<file path="src/ugcr_cfg.svh">
// constants of the general-command register set
`ifndef UGCR_CFG_SVH
`define UGCR_CFG_SVH

// command codes
`define UGCR_CMD_WR_SCRATCH   8'hb2
`define UGCR_CMD_RD_SCRATCH   8'hb3
`define UGCR_CMD_RD_FRAME     8'hb4
`define UGCR_CMD_RD_IDENT     8'hb5
`define UGCR_CMD_RD_IRQ       8'hc0

// reset values
`define UGCR_SCRATCH_RST      15'h0000
`define UGCR_FRAME_RST        11'h000
`define UGCR_IRQ_RST          24'h000000

// field widths and positions
`define UGCR_SCRATCH_W        15
`define UGCR_FRAME_W          11
`define UGCR_IRQ_W            24
`define UGCR_EP_W             16
`define UGCR_IRQ_EP_LSB       8
`define UGCR_IRQ_BUS_STATE    7
`define UGCR_IRQ_SHORT_EOT    6
`define UGCR_IRQ_PSEUDO_FRAME_TICK_FLAG         5
`define UGCR_IRQ_SOF          4
`define UGCR_IRQ_EOT          3
`define UGCR_IRQ_SUSPEND      2
`define UGCR_IRQ_RESUME       1
`define UGCR_IRQ_BUS_RESET    0
// event bits cleared by reading the interrupt source register
`define UGCR_IRQ_RD_CLR_MASK  24'h00007f

// timing
`define UGCR_CLK_HZ           10000000
`define UGCR_PSEUDO_FRAME_TICK_FLAG_PERIOD_US   1000
`define UGCR_PSEUDO_FRAME_TICK_FLAG_MISS_MAX    3
`define UGCR_PSEUDO_FRAME_TICK_FLAG_CNT_W       16

// identity, arbitrary neutral values
`define UGCR_PART_CODE        8'h5a
`define UGCR_SILICON_VERSION  8'h10

`endif

</file>
<file path="src/ugcr_pkg.sv">
// types of the general-command register set
package ugcr_pkg;

	typedef enum logic [2:0] {
		UGCR_IDLE,
		UGCR_WR_SCRATCH,
		UGCR_RD_SCRATCH,
		UGCR_RD_FRAME,
		UGCR_RD_IDENT,
		UGCR_RD_IRQ
	} ugcr_phase_t;

endpackage

</file>
<file path="src/ugcr_pseudo_frame_tick_flag_timer.sv">
// pseudo frame tick and missed-frame suspend detector
`timescale 1ns/1ps
`include "ugcr_cfg.svh"

module ugcr_pseudo_frame_tick_flag_timer #(
	parameter int PERIOD_CYCLES = 10000
) (
	input  wire logic clk,
	input  wire logic resetn,
	input  wire logic sof_good,
	input  wire logic bus_reset,
	output logic      tick_reg,
	output logic      miss_suspend_reg
);

	localparam logic [`UGCR_PSEUDO_FRAME_TICK_FLAG_CNT_W-1:0] LAST =
		(`UGCR_PSEUDO_FRAME_TICK_FLAG_CNT_W)'(PERIOD_CYCLES - 1);

	logic [`UGCR_PSEUDO_FRAME_TICK_FLAG_CNT_W-1:0] count_reg;
	logic [1:0]                  missed_reg;
	logic                        armed_reg;
	logic                        expire;

	// no ticks before the first frame: nothing to keep in step with yet
	assign expire = armed_reg && !miss_suspend_reg && (count_reg == LAST);

	////////////////////////////////////////////////////////////////////////
	always_ff @(posedge clk or negedge resetn) begin
		if (!resetn) begin
			count_reg <= '0;
		end else if (sof_good || bus_reset || expire) begin
			count_reg <= '0;
		end else if (armed_reg) begin
			count_reg <= count_reg + 1'b1;
		end
	end

	always_ff @(posedge clk or negedge resetn) begin
		if (!resetn) begin
			armed_reg <= 1'b0;
		end else if (sof_good) begin
			armed_reg <= 1'b1;
		end else if (bus_reset) begin
			armed_reg <= 1'b0;
		end
	end

	always_ff @(posedge clk or negedge resetn) begin
		if (!resetn) begin
			tick_reg <= 1'b0;
		end else begin
			tick_reg <= expire && !sof_good;
		end
	end

	always_ff @(posedge clk or negedge resetn) begin
		if (!resetn) begin
			missed_reg       <= 2'd0;
			miss_suspend_reg <= 1'b0;
		end else if (sof_good || bus_reset) begin
			missed_reg       <= 2'd0;
			miss_suspend_reg <= 1'b0;
		end else if (expire) begin
			missed_reg <= missed_reg + 2'd1;
			if (missed_reg == 2'(`UGCR_PSEUDO_FRAME_TICK_FLAG_MISS_MAX - 1)) begin
				miss_suspend_reg <= 1'b1;
			end
		end
	end

endmodule

</file>
<file path="src/ugcr_regs.sv">
// general-command register set behind the parallel command/data port
`timescale 1ns/1ps
`include "ugcr_cfg.svh"

// Overview of operation
// - scratch word written b2, read b3, resets zero
// - b4 returns frame of last good SOF
// - frame read one or two bytes, low first
// - frame eleven bits, bits 15-11 read zero
// - frame value undefined after bus reset
// - byte bus: command, then low, high bytes
// - word bus: command low lanes, one word, two for c0
// - b5 returns part code and version bytes
// - c0 returns four irq bytes, all read
// - irq bits 23-8 endpoint flags, 31-24 zero
// - irq bit 7 shows live suspend state
// - irq bit 6 set on short-packet end
// - bit 5 pseudo tick, three misses suspend
// - bit 4 on SOF, bit 3 DMA zero
// - bit 2 suspend entry, 1 resume, 0 reset
// - irq read clears events; endpoints by status read
module ugcr_regs #(
	parameter int PSEUDO_FRAME_TICK_FLAG_CYCLES =
		`UGCR_CLK_HZ / 1000000 * `UGCR_PSEUDO_FRAME_TICK_FLAG_PERIOD_US,
	parameter logic [7:0] PART_CODE = `UGCR_PART_CODE,
	parameter logic [7:0] SILICON_VERSION = `UGCR_SILICON_VERSION
) (
	input  wire logic                     clk,
	input  wire logic                     resetn,
	input  wire logic                     bus_is_16bit,
	input  wire logic                     cmd_data_select,
	input  wire logic                     wr_stb,
	input  wire logic                     rd_stb,
	input  wire logic [15:0]              data_in,
	output logic [15:0]                   data_out_reg,
	output logic                          data_oe_reg,
	input  wire logic                     sof_good,
	input  wire logic [`UGCR_FRAME_W-1:0] sof_frame,
	input  wire logic                     bus_reset_det,
	input  wire logic                     resume_det,
	input  wire logic                     bus_suspended,
	input  wire logic                     short_pkt_eot,
	input  wire logic                     dma_count_zero,
	input  wire logic [`UGCR_EP_W-1:0]    ep_event,
	input  wire logic [`UGCR_EP_W-1:0]    ep_status_read,
	output logic                          suspend_state_reg
);

	ugcr_pkg::ugcr_phase_t        phase_reg;
	logic [1:0]                   index_reg;
	logic [`UGCR_SCRATCH_W-1:0]   scratch_store_reg;
	logic [`UGCR_FRAME_W-1:0]     frame_number_reg;
	logic [`UGCR_IRQ_W-1:0]       irq_sources_reg;
	logic [31:0]                  irq_snap_reg;
	logic [`UGCR_IRQ_W-1:0]       irq_set;
	logic [`UGCR_IRQ_W-1:0]       irq_clr;
	logic                         cmd_wr;
	logic                         data_wr;
	logic                         data_rd;
	logic                         irq_read;
	logic                         pseudo_frame_tick_flag_tick;
	logic                         miss_suspend;
	logic                         suspend_next;
	logic [31:0]                  rd_word;

	////////////////////////////////////////////////////////////////////////
	// pick one byte or word of a read value by transfer index
	function automatic logic [15:0] lane(input logic [31:0] w,
		input logic [1:0] idx, input logic wide);
		logic [15:0] r;
		r = 16'h0000;
		if (wide) begin
			r = idx[0] ? w[31:16] : w[15:0];
		end else begin
			case (idx)
				2'd0: r = {8'h00, w[7:0]};
				2'd1: r = {8'h00, w[15:8]};
				2'd2: r = {8'h00, w[23:16]};
				default: r = {8'h00, w[31:24]};
			endcase
		end
		return r;
	endfunction

	assign cmd_wr  = wr_stb && cmd_data_select;
	assign data_wr = wr_stb && !cmd_data_select;
	assign data_rd = rd_stb && !cmd_data_select;
	// only low lanes carry the command code
	assign irq_read = cmd_wr && (data_in[7:0] == `UGCR_CMD_RD_IRQ);

	////////////////////////////////////////////////////////////////////////
	// command phase and transfer index
	always_ff @(posedge clk or negedge resetn) begin
		if (!resetn) begin
			phase_reg <= ugcr_pkg::UGCR_IDLE;
		end else if (cmd_wr) begin
			case (data_in[7:0])
				`UGCR_CMD_WR_SCRATCH: phase_reg <= ugcr_pkg::UGCR_WR_SCRATCH;
				`UGCR_CMD_RD_SCRATCH: phase_reg <= ugcr_pkg::UGCR_RD_SCRATCH;
				`UGCR_CMD_RD_FRAME:   phase_reg <= ugcr_pkg::UGCR_RD_FRAME;
				`UGCR_CMD_RD_IDENT:   phase_reg <= ugcr_pkg::UGCR_RD_IDENT;
				`UGCR_CMD_RD_IRQ:     phase_reg <= ugcr_pkg::UGCR_RD_IRQ;
				default:              phase_reg <= ugcr_pkg::UGCR_IDLE;
			endcase
		end
	end

	// index saturates: extra data phases read zero, writes are dropped
	always_ff @(posedge clk or negedge resetn) begin
		if (!resetn) begin
			index_reg <= 2'd0;
		end else if (cmd_wr) begin
			index_reg <= 2'd0;
		end else if ((data_wr || data_rd) && index_reg != 2'd3) begin
			index_reg <= index_reg + 2'd1;
		end
	end

	////////////////////////////////////////////////////////////////////////
	// scratch store; bit 15 is not kept, firmware writes it zero
	always_ff @(posedge clk or negedge resetn) begin
		if (!resetn) begin
			scratch_store_reg <= `UGCR_SCRATCH_RST;
		end else if (data_wr && phase_reg == ugcr_pkg::UGCR_WR_SCRATCH) begin
			if (bus_is_16bit) begin
				if (index_reg == 2'd0) begin
					scratch_store_reg <= data_in[14:0];
				end
			end else if (index_reg == 2'd0) begin
				scratch_store_reg[7:0] <= data_in[7:0];
			end else if (index_reg == 2'd1) begin
				scratch_store_reg[14:8] <= data_in[6:0];
			end
		end
	end

	////////////////////////////////////////////////////////////////////////
	// frame number of last good SOF; bus reset leaves it stale
	always_ff @(posedge clk or negedge resetn) begin
		if (!resetn) begin
			frame_number_reg <= `UGCR_FRAME_RST;
		end else if (sof_good) begin
			frame_number_reg <= sof_frame;
		end
	end

	////////////////////////////////////////////////////////////////////////
	// pseudo frame tick and missed-frame suspend
	ugcr_pseudo_frame_tick_flag_timer #(
		.PERIOD_CYCLES (PSEUDO_FRAME_TICK_FLAG_CYCLES)
	) u_pseudo_frame_tick_flag (
		.clk              (clk),
		.resetn           (resetn),
		.sof_good         (sof_good),
		.bus_reset        (bus_reset_det),
		.tick_reg         (pseudo_frame_tick_flag_tick),
		.miss_suspend_reg (miss_suspend)
	);

	assign suspend_next = bus_suspended || miss_suspend;

	always_ff @(posedge clk or negedge resetn) begin
		if (!resetn) begin
			suspend_state_reg <= 1'b0;
		end else begin
			suspend_state_reg <= suspend_next;
		end
	end

	////////////////////////////////////////////////////////////////////////
	// interrupt sources; a set in the clearing cycle wins
	always_comb begin
		irq_set = '0;
		irq_set[`UGCR_IRQ_W-1:`UGCR_IRQ_EP_LSB] = ep_event;
		irq_set[`UGCR_IRQ_SHORT_EOT] = short_pkt_eot;
		irq_set[`UGCR_IRQ_PSEUDO_FRAME_TICK_FLAG]      = pseudo_frame_tick_flag_tick;
		irq_set[`UGCR_IRQ_SOF]       = sof_good;
		irq_set[`UGCR_IRQ_EOT]       = dma_count_zero;
		irq_set[`UGCR_IRQ_SUSPEND]   = suspend_next && !suspend_state_reg;
		irq_set[`UGCR_IRQ_RESUME]    = resume_det;
		irq_set[`UGCR_IRQ_BUS_RESET] = bus_reset_det;
	end

	always_comb begin
		irq_clr = '0;
		irq_clr[`UGCR_IRQ_W-1:`UGCR_IRQ_EP_LSB] = ep_status_read;
		if (irq_read) begin
			irq_clr = irq_clr | `UGCR_IRQ_RD_CLR_MASK;
		end
	end

	always_ff @(posedge clk or negedge resetn) begin
		if (!resetn) begin
			irq_sources_reg <= `UGCR_IRQ_RST;
		end else begin
			irq_sources_reg <= (irq_sources_reg & ~irq_clr) | irq_set;
		end
	end

	// snapshot at the command so all four bytes are coherent
	always_ff @(posedge clk or negedge resetn) begin
		if (!resetn) begin
			irq_snap_reg <= 32'h00000000;
		end else if (irq_read) begin
			irq_snap_reg <= {8'h00, irq_sources_reg[`UGCR_IRQ_W-1:8],
				suspend_state_reg, irq_sources_reg[6:0]};
		end
	end

	////////////////////////////////////////////////////////////////////////
	// read data path
	always_comb begin
		case (phase_reg)
			ugcr_pkg::UGCR_RD_SCRATCH:
				rd_word = {16'h0000, 1'b0, scratch_store_reg};
			ugcr_pkg::UGCR_RD_FRAME:
				rd_word = {21'h000000, frame_number_reg};
			ugcr_pkg::UGCR_RD_IDENT:
				rd_word = {16'h0000, PART_CODE, SILICON_VERSION};
			ugcr_pkg::UGCR_RD_IRQ:
				rd_word = irq_snap_reg;
			default:
				rd_word = 32'h00000000;
		endcase
	end

	// low byte first, extra phases give zero
	always_ff @(posedge clk or negedge resetn) begin
		if (!resetn) begin
			data_out_reg <= 16'h0000;
		end else if (data_rd) begin
			if (bus_is_16bit && index_reg > 2'd1) begin
				data_out_reg <= 16'h0000;
			end else begin
				data_out_reg <= lane(rd_word, index_reg, bus_is_16bit);
			end
		end
	end

	always_ff @(posedge clk or negedge resetn) begin
		if (!resetn) begin
			data_oe_reg <= 1'b0;
		end else begin
			data_oe_reg <= data_rd;
		end
	end

endmodule

</file>
<file path="config.mk">
export PLATFORM = sky130hd
export DESIGN_NAME = ugcr_regs
export DESIGN_NICKNAME = d
export VERILOG_FILES = /design/src/ugcr_pkg.sv /design/src/ugcr_pseudo_frame_tick_flag_timer.sv /design/src/ugcr_regs.sv
export VERILOG_INCLUDE_DIRS = /design/src
export SDC_FILE = /design/constraint.sdc
export NUM_CORES = 1
export LEC_CHECK = 0
export BUFFER_PORTS_ARGS = -buffer_cell sky130_fd_sc_hd__buf_2
export CAP_MARGIN = 15
export CORE_UTILIZATION = 61
export DETAILED_ROUTE_END_ITERATION = 6
export GPL_ROUTABILITY_DRIVEN = 0
export GPL_TIMING_DRIVEN = 0
export HOLD_SLACK_MARGIN = 0.12
export PLACE_DENSITY = 0.83
export REMOVE_ABC_BUFFERS = 1
export SLEW_MARGIN = 0
export SYNTH_ARGS = -nofsm -noshare
export SYNTH_HDL_FRONTEND = slang
export SYNTH_SLANG_ARGS = --single-unit
</file>
<file path="constraint.sdc">
create_clock -name clk -period 6.7 [get_ports clk]
set_input_delay 0.67 -clock clk [delete_from_list [all_inputs] [get_ports clk]]
set_output_delay 0.67 -clock clk [all_outputs]
set_load 0.02 [all_outputs]
</file>
==> metrics <==
outcome=finished, final reports clean; area of the core=8763 sq um; Warnings, synthesis=0; antenna fix cells=0; part of the Yosys area used for sequential elements=52.62%; main area contributors after synthesis=sky130_fd_sc_hd__dfrtp_1, sky130_fd_sc_hd__mux2_2, sky130_fd_sc_hd__mux2i_1; unrepaired setup endpoints after global routing=false; data arrival at the endpoint of the critical path=3.55 ns; first-pass GRT wire length=22.14 mm; class of the tightest hold or removal check=input pin to async pin; initial core utilization=63.49%; maximum fanout along the worst path=19; category of the worst setup path capture point=flop; relative slew slack=35.17%; IO buf count=87; combinational share of power=10.8%; post-DR vias/cell=6.319; Setup Buffers After CTS=0; drc violations=0; portion of total power attributed to sequential cells=42.1%; total of endpoints with negative setup slack in the final report=0; antenna violations before repair=0; WS Path Type=flop to flop; via count of the first global-routing pass=4559; cell at the slowest stage of the critical path=sky130_fd_sc_hd__dfrtp_1; TritonCTS clock tree=yes; most frequent standard cell in the layout excluding fill and tap cells=sky130_fd_sc_hd__dfrtp_1; I/O pin total=89; share of flip-flops with an asynchronous set or reset=100.0%; Netlist Area Pre-Place=5564 sq um; count of placed standard cells including taps=665; total global routing track utilization=30.04%; CTS Hold Bufs=0; number of routed nets with antenna violations=0; dominant delay contributor by cell family on the critical path=compound AO/OA/AOI/OAI gates; worst ir drop on vdd=0.0001799 V; Critical Path, Cell by Cell=inv_1 -> ha_1 -> or3b_2 -> a211oi_2 -> nor2_1 -> a21oi_1; core utilization of the finished layout=76.07%; detailed-placement wirelength estimate=8.904 mm; part of the total power dissipated in the clock network=47.1%; setup skew after layout=0.007955 ns; synthesized instance count=496; Least-Margin Pin Slew=0.9725 ns; Power Total=1.858 mW; Cell Count, Final, Fillers Out=699; most frequent cells in the layout=sky130_fd_sc_hd__dfrtp_1, sky130_fd_sc_hd__buf_2, sky130_fd_sc_hd__mux2_2; per-cell routed wire length=19.40 microns; endpoint of the most critical register-to-register path=scratch_store_reg[11]; Worst R2R Start=index_reg[0]; count of max-cap constraint violations=0; share of the cycle needed by the critical path after routing=46.61%; Horiz. Die Dim=97.51 microns; total number of vias=4417; Required @ worst endpoint=7.13 ns; area share of the leading cell type in the synthesized netlist=52.62%; die footprint=9507 sq um; main flop type after synthesis=sky130_fd_sc_hd__dfrtp_1; First-pass DRT Iterations=5; post-synth top area cell=sky130_fd_sc_hd__dfrtp_1; number of buffers on the longest clock path=2; Sink Count=117; Vert. Die Dim=97.51 microns; worst r2r path cells=6; number of max-slew violations in the final report=0; Internal=1.367 mW; largest stage delay on the critical path=0.83 ns; post-synth cell types=58; launching element type of the critical path=flop; Hold Violations, Final=0; CTS Buf Count=17; max reg flops=24; depth of the CTS H-tree=4; leak pwr=3.124 nW; final critical delay including setup and external delays=3.123 ns; area overhead of the layout relative to synthesis=19.81%; number of rows created at floorplan=34; share of total power consumed by net switching=26.40%; overall overflow remaining after global route=0; fraction of final layout cells sized beyond drive strength 1=29.61%; clock transition at the registers of the reported paths=0.05 ns; reg2reg setup slack=3.58 ns; reported net switching power=0.4905 mW; CTS root buffer=sky130_fd_sc_hd__clkbuf_8; count of buffer and inverter cells on the critical path=1; number of nets in the layout=655; number of flops mapped to enable cells by yosys=0; total negative setup slack=0 ns; pwr dens=278.7 nW/um^2; largest net degree at the start of global routing=60; maximum clock frequency=320.2 MHz; cells resized by post-CTS repair=0; total wirelength of the detailed-routed design=13.56 mm; number of flip-flops and latches in the synthesized netlist=117; Post-Synthesis Mean Instance Area=11.22 sq um; clock latency reported for the late side of the worst-skew pair=0.52 ns; initial DRC count=327
layer usage:
layer,track usage (%),up-vias,share of wire (%)
met3,7.338,68,7.5
met2,50.30,234,50
met5,0,-,0
met1,35.98,2148,38
li1,-,1967,-
met4,15.61,0,4.1
kinds of logic after synthesis:
family / share of synthesized area, %
simple gates: 12.17
mux: 13.27
buf+inv: 3.935
compound gates: 15.09
flops: 52.62
fa+ha+maj: 1.349
xor+xnor: 1.574
metrics by stage:
| stage | worst slack, ns | hold WS [ns] | cell area, sq um |
|---|---|---|---|
| finish | 3.577 | 0.2240 | 6666 |
| global route | 3.398 | 0.2788 | 6666 |
| CTS | 3.647 | 0.2393 | 6631 |
| detailed placement | 3.695 | 0.4219 | 6051 |
| global placement | 3.641 | 0.4098 | 6021 |
| floorplan | 4.270 | 0.3744 | 5450 |
final cells by class:
| class | instances | area [sq um] |
|---|---|---|
| timing repair buffer | 90 | 500.5 |
| tap | 108 | 135.1 |
| inverter | 28 | 105.1 |
| sequential | 117 | 2928 |
| clock buffer | 19 | 431.7 |
| fill | 524 | 2097 |
| multi-input combinational | 324 | 2417 |
| clock inverter | 13 | 148.9 |
worst reg2reg max path, cell delays in order (launching register included):
cell	delay, ns
sky130_fd_sc_hd__dfrtp_1	0.83
sky130_fd_sc_hd__inv_1	0.18
sky130_fd_sc_hd__ha_1	0.45
sky130_fd_sc_hd__or3b_2	0.53
sky130_fd_sc_hd__a211oi_2	0.77
sky130_fd_sc_hd__nor2_1	0.12
sky130_fd_sc_hd__a21oi_1	0.17
power by group through the flow:
stage	logic, mW	registers [mW]	clock network (mW)
4_1_cts	0.197	0.781	0.884
5_1_grt	0.218	0.787	0.918
2_1_floorplan	0.109	0.786	0
3_3_place_gp	0.182	0.790	0
6_report	0.201	0.782	0.875
3_5_place_dp	0.193	0.793	0
synth_stat cells, types with 10 or more instances:
cell and instances:
sky130_fd_sc_hd__clkbuf_1 15, sky130_fd_sc_hd__nand2_1 22, sky130_fd_sc_hd__a21o_1 23, sky130_fd_sc_hd__mux2i_1 22, sky130_fd_sc_hd__dfrtp_1 117, sky130_fd_sc_hd__a21oi_1 20, sky130_fd_sc_hd__o21ai_0 13, sky130_fd_sc_hd__a22o_1 12
sky130_fd_sc_hd__nor2_1 30, sky130_fd_sc_hd__mux2_2 46, sky130_fd_sc_hd__inv_1 28, sky130_fd_sc_hd__nand3_1 10, sky130_fd_sc_hd__buf_2 10
worst max-delay path by stage:
stage | depth (start not counted) | start | to | slack [ns]
floorplan | 5 | index_reg[0] | scratch_store_reg[10] | 4.27
global placement | 1 | resetn | u_pseudo_frame_tick_flag.count_reg[1] | 3.64
detailed placement | 6 | index_reg[0] | scratch_store_reg[11] | 3.70
CTS | 6 | index_reg[0] | scratch_store_reg[11] | 3.65
global route | 6 | index_reg[0] | scratch_store_reg[11] | 3.40
finish | 6 | index_reg[0] | scratch_store_reg[11] | 3.58
Power figures use the tool's default switching activity.
